===== src/wlw_pkg.sv =====
package wlw_pkg;
  // service register values
  localparam logic [7:0] SVC_KEY = 8'hac;
  localparam logic [7:0] SVC_RD_RUN = 8'h9a;
  localparam logic [7:0] SVC_RD_STOP = 8'h1a;

  // register byte offsets on the bus
  localparam logic [7:0] OFF_SERVICE = 8'h00;
  localparam logic [7:0] OFF_CAUSE = 8'h04;
  localparam logic [7:0] OFF_STATUS = 8'h08;
  localparam logic [7:0] OFF_MASK = 8'h0c;
  localparam logic [7:0] OFF_MEM_SIZE = 8'h10;
  localparam logic [7:0] OFF_EXP_RAM = 8'h14;
  localparam logic [7:0] OFF_VIEW = 8'h18;

  // option byte field positions
  localparam int OPT_OPEN_HI = 6;
  localparam int OPT_OPEN_LO = 5;
  localparam int OPT_RUN = 4;
  localparam int OPT_OVF_HI = 3;
  localparam int OPT_OVF_LO = 1;

  // overflow length is 2^(OVF_EXP_BASE + select) slow clock periods
  localparam int OVF_EXP_BASE = 10;
  localparam int CNT_W = 17;

  localparam int CAUSE_WDT_BIT = 4;

  // data accesses in these ranges are never flagged
  localparam logic [15:0] EXEMPT_A_LO = 16'hfb00;
  localparam logic [15:0] EXEMPT_A_HI = 16'hffcf;
  localparam logic [15:0] EXEMPT_B_LO = 16'hffe0;

  // memory area and mask register reset values
  localparam logic [7:0] MEM_SIZE_RST = 8'hc0;
  localparam logic [7:0] EXP_RAM_RST = 8'hf0;
  localparam logic [5:0] MASK_RST = 6'h00;

  // event bit positions in status and mask
  localparam int EV_OVF = 0;
  localparam int EV_BITOP = 1;
  localparam int EV_KEY = 2;
  localparam int EV_CLOSED = 3;
  localparam int EV_FETCH = 4;
  localparam int EV_ACCESS = 5;
  localparam int EV_W = 6;

  typedef struct packed {
    logic [1:0] open_sel;
    logic run;
    logic [2:0] ovf_sel;
  } wlw_opt_t;

  typedef struct packed {
    logic valid;
    logic [15:0] addr;
  } wlw_acc_t;
endpackage : wlw_pkg


===== src/wlw_tick_gen.sv =====
`timescale 1ns/1ps
module wlw_tick_gen (
  input wire logic pclk,
  input wire logic presetn,
  input wire logic slow_clk_pin,
  output logic tick
);
  logic meta_q;
  logic sync_q;
  logic prev_q;
  logic tick_q;

  // first flop feeds only the second; edge taken after the pair
  always_ff @(posedge pclk or negedge presetn) begin
    if (!presetn) begin
      meta_q <= 1'b0;
      sync_q <= 1'b0;
      prev_q <= 1'b0;
      tick_q <= 1'b0;
    end else begin
      meta_q <= slow_clk_pin;
      sync_q <= meta_q;
      prev_q <= sync_q;
      tick_q <= sync_q & ~prev_q;
    end
  end

  assign tick = tick_q;
endmodule : wlw_tick_gen


===== src/wlw_watchdog.sv =====
`timescale 1ns/1ps
module wlw_watchdog (
  input wire logic pclk,
  input wire logic presetn,
  input wire logic psel,
  input wire logic penable,
  input wire logic pwrite,
  input wire logic [7:0] paddr,
  input wire logic [31:0] pwdata,
  output logic [31:0] prdata,
  output logic pready,
  output logic pslverr,
  input wire logic bit_manip,
  input wire logic slow_clk_pin,
  input wire logic [7:0] option_byte_pin,
  input wire wlw_pkg::wlw_acc_t fetch_acc,
  input wire wlw_pkg::wlw_acc_t data_acc,
  output logic wdt_rst_req,
  output logic irq
);
  localparam int OVF_W = wlw_pkg::CNT_W + 1;

  // full overflow length in slow periods
  function automatic logic [OVF_W-1:0] ovf_len(input logic [2:0] sel);
    ovf_len = OVF_W'(1) << (wlw_pkg::OVF_EXP_BASE + int'(sel));
  endfunction : ovf_len

  // count below which the window stays closed
  function automatic logic [OVF_W-1:0] closed_len(input logic [1:0] open_sel,
                                                  input logic [2:0] sel);
    logic [OVF_W-1:0] full;
    full = ovf_len(sel);
    case (open_sel)
      2'b00: closed_len = full >> 1;
      2'b01: closed_len = full >> 2;
      2'b10: closed_len = full >> 3;
      default: closed_len = '0;
    endcase
  endfunction : closed_len

  logic tick;
  logic [7:0] opt_meta_v_q;
  logic [7:0] opt_sync_q;
  logic [1:0] cap_cnt_q;
  logic captured_q;
  wlw_pkg::wlw_opt_t opt_q;
  logic [wlw_pkg::CNT_W-1:0] cnt_q;
  logic [wlw_pkg::CNT_W-1:0] cnt_d;
  logic first_done_q;
  logic pready_q;
  logic pslverr_q;
  logic [31:0] prdata_q;
  logic [wlw_pkg::EV_W-1:0] status_q;
  logic [wlw_pkg::EV_W-1:0] status_d;
  logic [wlw_pkg::EV_W-1:0] mask_q;
  logic [7:0] cause_q;
  logic [7:0] mem_size_q;
  logic [7:0] exp_ram_q;
  logic rst_req_q;
  logic irq_q;

  wlw_tick_gen u_tick (
    .pclk(pclk),
    .presetn(presetn),
    .slow_clk_pin(slow_clk_pin),
    .tick(tick)
  );

  // option pins are sampled twice, then frozen a few cycles after release
  always_ff @(posedge pclk or negedge presetn) begin
    if (!presetn) begin
      opt_meta_v_q <= 8'h00;
      opt_sync_q <= 8'h00;
      cap_cnt_q <= 2'h0;
      captured_q <= 1'b0;
      opt_q <= '0;
    end else begin
      opt_meta_v_q <= option_byte_pin;
      opt_sync_q <= opt_meta_v_q;
      if (!captured_q) begin
        cap_cnt_q <= cap_cnt_q + 2'h1;
        if (cap_cnt_q == 2'h3) begin
          captured_q <= 1'b1;
          opt_q.open_sel <= opt_sync_q[wlw_pkg::OPT_OPEN_HI:
                                       wlw_pkg::OPT_OPEN_LO];
          opt_q.run <= opt_sync_q[wlw_pkg::OPT_RUN];
          opt_q.ovf_sel <= opt_sync_q[wlw_pkg::OPT_OVF_HI:
                                      wlw_pkg::OPT_OVF_LO];
        end
      end
    end
  end
  // bus decode
  wire running = captured_q & opt_q.run;
  wire acc_ph = psel & penable;
  wire commit = acc_ph & pready_q;
  wire wr_commit = commit & pwrite;
  wire rd_commit = commit & ~pwrite;
  wire hit_svc = paddr == wlw_pkg::OFF_SERVICE;
  wire hit_cause = paddr == wlw_pkg::OFF_CAUSE;
  wire hit_status = paddr == wlw_pkg::OFF_STATUS;
  wire hit_mask = paddr == wlw_pkg::OFF_MASK;
  wire hit_mem = paddr == wlw_pkg::OFF_MEM_SIZE;
  wire hit_exp = paddr == wlw_pkg::OFF_EXP_RAM;
  wire hit_view = paddr == wlw_pkg::OFF_VIEW;
  wire mapped = hit_svc | hit_cause | hit_status | hit_mask | hit_mem |
                hit_exp | hit_view;
  wire svc_wr = wr_commit & hit_svc;

  // window and overflow
  wire [OVF_W-1:0] cnt_ext = {1'b0, cnt_q};
  wire [OVF_W-1:0] last_cnt = ovf_len(opt_q.ovf_sel) - OVF_W'(1);
  wire win_closed = first_done_q &
                    (cnt_ext < closed_len(opt_q.open_sel, opt_q.ovf_sel));
  wire svc_ok = svc_wr & ~bit_manip & (pwdata[7:0] == wlw_pkg::SVC_KEY);

  // memory area checks; fetch below the program limit, data also in RAM
  wire [15:0] prog_limit = {mem_size_q, 8'h00};
  wire [15:0] ram_base = {exp_ram_q, 8'h00};
  wire fetch_ok = fetch_acc.addr < prog_limit;
  wire data_ok = (data_acc.addr < prog_limit) | (data_acc.addr >= ram_base);
  wire exempt = ((data_acc.addr >= wlw_pkg::EXEMPT_A_LO) &
                 (data_acc.addr <= wlw_pkg::EXEMPT_A_HI)) |
                (data_acc.addr >= wlw_pkg::EXEMPT_B_LO);

  wire [wlw_pkg::EV_W-1:0] ev;
  assign ev[wlw_pkg::EV_OVF] = running & tick & ~svc_ok &
                               (cnt_ext == last_cnt);
  assign ev[wlw_pkg::EV_BITOP] = running & svc_wr & bit_manip;
  assign ev[wlw_pkg::EV_KEY] = running & svc_wr & ~bit_manip &
                               (pwdata[7:0] != wlw_pkg::SVC_KEY);
  assign ev[wlw_pkg::EV_CLOSED] = running & svc_wr & win_closed;
  assign ev[wlw_pkg::EV_FETCH] = running & fetch_acc.valid & ~fetch_ok;
  assign ev[wlw_pkg::EV_ACCESS] = running & data_acc.valid & ~data_ok &
                                  ~exempt;
  wire any_ev = |ev;

  // counter; a service clear beats a same-cycle tick
  always_comb begin
    cnt_d = cnt_q;
    if (svc_ok && running) begin
      cnt_d = '0;
    end else if (running && tick) begin
      cnt_d = cnt_q + wlw_pkg::CNT_W'(1);
    end
  end

  always_ff @(posedge pclk or negedge presetn) begin
    if (!presetn) begin
      cnt_q <= '0;
      first_done_q <= 1'b0;
    end else begin
      cnt_q <= cnt_d;
      if (svc_wr && running) begin
        first_done_q <= 1'b1;
      end
    end
  end

  // sticky events, cleared by a read; a new event wins over the clear
  wire status_rd = rd_commit & hit_status;
  always_comb begin
    status_d = status_q;
    if (status_rd) begin
      status_d = '0;
    end
    status_d = status_d | ev;
  end

  // reset request is held until the chip reset takes this block down
  always_ff @(posedge pclk or negedge presetn) begin
    if (!presetn) begin
      status_q <= '0;
      rst_req_q <= 1'b0;
      irq_q <= 1'b0;
    end else begin
      status_q <= status_d;
      rst_req_q <= rst_req_q | any_ev;
      irq_q <= |(status_d & mask_q);
    end
  end

  // cause flag stays visible until software clears it or presetn resets this block
  always_ff @(posedge pclk or negedge presetn) begin
    if (!presetn) begin
      cause_q <= 8'h00;
    end else if (any_ev) begin
      cause_q[wlw_pkg::CAUSE_WDT_BIT] <= 1'b1;
    end else if (wr_commit && hit_cause) begin
      cause_q <= 8'h00;
    end
  end

  // writable configuration
  always_ff @(posedge pclk or negedge presetn) begin
    if (!presetn) begin
      mask_q <= wlw_pkg::MASK_RST;
      mem_size_q <= wlw_pkg::MEM_SIZE_RST;
      exp_ram_q <= wlw_pkg::EXP_RAM_RST;
    end else if (wr_commit) begin
      if (hit_mask) begin
        mask_q <= pwdata[wlw_pkg::EV_W-1:0];
      end
      if (hit_mem) begin
        mem_size_q <= pwdata[7:0];
      end
      if (hit_exp) begin
        exp_ram_q <= pwdata[7:0];
      end
    end
  end

  // read mux; the written key is never echoed back
  wire [7:0] svc_rd = running ? wlw_pkg::SVC_RD_RUN :
                                wlw_pkg::SVC_RD_STOP;
  // 6 option bits, run, window and 17 count bits fill the low 25 bits
  wire [31:0] view_rd = {7'h00, opt_q, running, win_closed, cnt_q};
  wire [31:0] rd_data =
    hit_svc ? {24'h0, svc_rd} :
    hit_cause ? {24'h0, cause_q} :
    hit_status ? {26'h0, status_q} :
    hit_mask ? {26'h0, mask_q} :
    hit_mem ? {24'h0, mem_size_q} :
    hit_exp ? {24'h0, exp_ram_q} :
    hit_view ? view_rd : 32'h0;

  // one wait state: ready rises the cycle after the access phase begins
  always_ff @(posedge pclk or negedge presetn) begin
    if (!presetn) begin
      pready_q <= 1'b0;
      pslverr_q <= 1'b0;
      prdata_q <= 32'h0;
    end else begin
      pready_q <= acc_ph & ~pready_q;
      pslverr_q <= acc_ph & ~pready_q & ~mapped;
      if (acc_ph && !pready_q) begin
        prdata_q <= pwrite ? 32'h0 : rd_data;
      end
    end
  end

  assign prdata = prdata_q;
  assign pready = pready_q;
  assign pslverr = pslverr_q;
  assign wdt_rst_req = rst_req_q;
  assign irq = irq_q;
endmodule : wlw_watchdog


===== config.mk =====
export PLATFORM = sky130hd
export DESIGN_NAME = wlw_watchdog
export DESIGN_NICKNAME = d
export VERILOG_FILES = /design/src/wlw_pkg.sv /design/src/wlw_tick_gen.sv /design/src/wlw_watchdog.sv
export SDC_FILE = /design/constraint.sdc
export NUM_CORES = 1
export LEC_CHECK = 0
export BUFFER_PORTS_ARGS = -buffer_cell sky130_fd_sc_hd__buf_4
export CORE_MARGIN = 2
export CORE_UTILIZATION = 59
export CTS_CLUSTER_SIZE = 40
export DETAILED_ROUTE_END_ITERATION = 7
export PLACE_DENSITY_LB_ADDON = 0.25
export SYNTH_ARGS = -nofsm -noshare
export SYNTH_HDL_FRONTEND = slang
export SYNTH_SLANG_ARGS = --single-unit

===== constraint.sdc =====
create_clock -name pclk -period 8 [get_ports pclk]
set_input_delay 2 -clock pclk [delete_from_list [all_inputs] [get_ports pclk]]
set_output_delay 2 -clock pclk [all_outputs]
set_load 0.01 [all_outputs]

==> flow_summary.ini <==
[outcome]
run_status = complete, no violations

[die]
rows = 35
start_util_pct = 61.3
die_area_um2 = 10500
core_um2 = 9330
io_pins = 125
die_h_um = 102
die_x_um = 102

[final_layout]
layout-drive-gt1-share_pct = 21.4
instances_no_fill = 775
antenna_cells = 0
areaGrowthSynthToFinish_pct = 15.6
nets = 777

[detailed_routing]
drtAntennaViolNets = 0
vias = 4577
firstDrtPassIters = 4
wl_per_cell_um = 17.5
drt_wl_total_mm = 13.5
drc = 0
via_per_inst = 5.91
drt_iter0_markers = 165

[logic_synthesis]
yosys_warnings = 0
post_synth_num_cell_types = 62
syn_avg_cell_area_um2 = 10.1
synth_edf_count = 0
ys_ff_latch = 101
syn-instance-count = 564
synth_seq_area_share_pct = 44.3
async_flop_share_pct = 100
synthesis.area_um2 = 5720
synthFlopType = dfrtp_1

[power]
intPower_uw = 799
leakage_uw = 0.00305
p_clk_share_pct = 26.7
p_per_area_nw_per_um2 = 184
p_comb_share_pct = 20.5
power_frac_seq_pct = 52.8
peakVddDrop_mv = 0.104
p_sw_uw = 416
swShare_pct = 34.2

[cts]
post_cts_buffers = 0
ctsResizeCount = 0
cts_root_buf = clkbuf_8
clock-sinks = 101
htreeDepth = 3
cts_buffers = 9
hold_buffers = 0
insertion_delay_ns = 0.38
cts_max_path_buffers = 2
clk_pin_slew_worst_paths_ns = 0.10
cts_tree = yes

[setup_path]
crit_type = in2reg
path_delay_family = simple AND/OR/NAND/NOR gates
max_stage_delay_ns = 0.69
critPathBufInv = 1
reg2reg_from = opt_q[1]$_DFFE_PN0P_
r2r_slack_ns = 4.44
r2r_cells = 11
crit_arrival_ns = 4.56
startpoint_type = primary input
cpMostUsedCell = nor3_1
critPathSlowestCell = and2_1
cp.depth = 6
r2r_end = wdt_rst_req$_DFF_PN0_
worstSetupStartpoint = paddr[5]
cp-end-kind = register
cp_max_fo = 17
worstSetupEndpoint = prdata[18]$_DFFE_PN0P_
cp.required_ns = 8.31
critical_path.cell_chain = buf_4 > nor3_1 > nand2_1 > nor3_1 > and2_1 > a32o_1

[sta]
setup_viol = 0
fin_skew_ns = 0.0187
finalWorstPathRequiredPeriod_ns = 4.25
report.final.slew_viol_count = 0
fmax_mhz = 235
hold_violations = 0
slew_headroom_pct = 36.1
tightest_slew_ns = 0.951
post-route-period-util_pct = 53.1
fin_tns_setup_ns = 0
grt_setup_unrepaired = false

[placement]
place_hpwl_mm = 10.4
port_buffers = 83
finalWeightedCongestion = 0.901
dp.cells = 759

[grt]
grt_overflow = 0
grt_pass1_wl_mm = 22.3
grt_max_degree = 59
grt_pass1_vias = 4508
grt.total_usage_pct = 27.5
antenna_found_initial = 0

[worst_hold_path]
hold_path.class = reg2reg
hold_depth = 0

[job]
drv_cap = 0
[power groups by stage]
stage	Combinational (uW)	Sequential, uW	Clock [uW]
final	249	642	324
after global routing	290	649	349
after CTS	250	641	331
after global placement	235	648	0
after detailed placement	249	650	0
after floorplan	179	618	0
[per-layer routing]
layer | track usage, % | up-vias | part of all wire, %
met3 | 3.97 | 10 | 4.5
met2 | 43.2 | 134 | 47
met4 | 7.38 | 0 | 0.99
met5 | 0 | - | 0
li1 | - | 2194 | -
met1 | 40.1 | 2239 | 48
[cell families after synthesis]
| family | after synthesis | synth area share (%) |
|---|---|---|
| flops | 101 | 44.3 |
| mux | 25 | 4.84 |
| fa+ha+maj | 47 | 10.3 |
| simple gates | 190 | 17.3 |
| buf+inv | 51 | 3.98 |
| compound gates | 124 | 15.5 |
| xor+xnor | 24 | 3.68 |
| other cells | 2 | 0.131 |
[cells in the mapped netlist, types with 3 or more instances]
| cell type | instances | area share [%] |
|---|---|---|
| nor2b_1 | 9 | 0.98 |
| o21ai_0 | 24 | 2.1 |
| o31ai_1 | 4 | 0.53 |
| and2_1 | 3 | 0.33 |
| nor4bb_1 | 3 | 0.53 |
| a21oi_1 | 21 | 1.8 |
| a31oi_1 | 4 | 0.44 |
| ha_1 | 47 | 10 |
| nor2_1 | 40 | 2.6 |
| a2111oi_0 | 4 | 0.61 |
| buf_4 | 7 | 0.92 |
| o2bb2ai_1 | 3 | 0.46 |
| a22oi_1 | 7 | 0.92 |
| xnor2_1 | 11 | 1.7 |
| nand2b_1 | 7 | 0.77 |
| dfrtp_1 | 95 | 42 |
| nand4_1 | 12 | 1.3 |
| a221o_1 | 4 | 0.70 |
| inv_1 | 23 | 1.5 |
| and3_1 | 5 | 0.55 |
| o2111ai_1 | 3 | 0.46 |
| xor2_1 | 13 | 2.0 |
| nor4_1 | 6 | 0.66 |
| mux2_2 | 21 | 4.1 |
| a32o_1 | 3 | 0.53 |
| nor3_1 | 9 | 0.79 |
| clkbuf_1 | 18 | 1.2 |
| mux2i_1 | 4 | 0.70 |
| dfstp_2 | 6 | 2.8 |
| or3_1 | 4 | 0.44 |
| nand2_1 | 50 | 3.3 |
| nand3_1 | 24 | 2.1 |
| or2_2 | 4 | 0.44 |
| a22o_1 | 20 | 3.1 |
| a21o_1 | 5 | 0.66 |
| o21a_1 | 4 | 0.53 |
[area by class of cell]
class                           instances  area, um2
Fill cell                             744       2720
Inverter                               23       86.3
Tap cell                              129        161
Clock buffer                            9        124
Timing Repair Buffer                   85        638
Multi-Input combinational cell        421       2990
Clock inverter                          7       73.8
Sequential cell                       101       2530
[worst min-delay path by stage]
| stage | endpoint | start |
|---|---|---|
| floorplan | opt_sync_q[1]$_DFF_PN0_ | opt_meta_v_q[1]$_DFF_PN0_ |
| global placement | opt_sync_q[6]$_DFF_PN0_ | opt_meta_v_q[6]$_DFF_PN0_ |
| detailed placement | u_tick.sync_q$_DFF_PN0_ | u_tick.meta_q$_DFF_PN0_ |
| CTS | u_tick.sync_q$_DFF_PN0_ | u_tick.meta_q$_DFF_PN0_ |
| global route | opt_sync_q[3]$_DFF_PN0_ | opt_meta_v_q[3]$_DFF_PN0_ |
| finish | u_tick.sync_q$_DFF_PN0_ | u_tick.meta_q$_DFF_PN0_ |
[flip-flops by register name (all words and copies together) (netlist names), 2 cells and up]
signal and cells:
cnt_q 17, opt_meta_v_q 6, mem_size_q 8, exp_ram_q 8
opt_sync_q 6, prdata 25, status_q 6, opt_q 6
cap_cnt_q 2, mask_q 6
[placed cells by master, fill, tap and decap left out, types with 4 or more instances in the layout]
| cell type | instances |
|---|---|
| o21a_1 | 4 |
| inv_1 | 23 |
| nand2_1 | 50 |
| nand4_1 | 12 |
| o21ai_0 | 24 |
| mux2i_1 | 4 |
| nor2b_1 | 9 |
| a21o_1 | 5 |
| buf_4 | 85 |
| clkbuf_8 | 9 |
| ha_1 | 47 |
| nand3_1 | 24 |
| a2111oi_0 | 4 |
| a22oi_1 | 7 |
| mux2_2 | 21 |
| a21oi_1 | 21 |
| a221o_1 | 4 |
| nor3_1 | 9 |
| or3_1 | 4 |
| nor4_1 | 6 |
| and3_1 | 5 |
| or2_2 | 4 |
| nor2_1 | 40 |
| nand2b_1 | 7 |
| dfrtp_1 | 95 |
| a22o_1 | 20 |
| dfstp_2 | 6 |
| conb_1 | 11 |
| o31ai_1 | 4 |
| xnor2_1 | 11 |
| a31oi_1 | 4 |
| xor2_1 | 13 |
[per-stage QoR]
stage	worst slack (ns)	power (uW)	hold WS [ns]	utilization, %	area (um2)
after global placement	3.53	883	0.332	68.7	6410
after CTS	3.81	1220	0.359	70.8	6610
after detailed placement	3.43	899	0.335	68.7	6410
final	3.75	1220	0.357	70.8	6610
after global routing	3.59	1290	0.367	70.8	6610
after floorplan	4.23	797	0.331	-	5750
No activity file was read; power rests on OpenSTA's default activity.
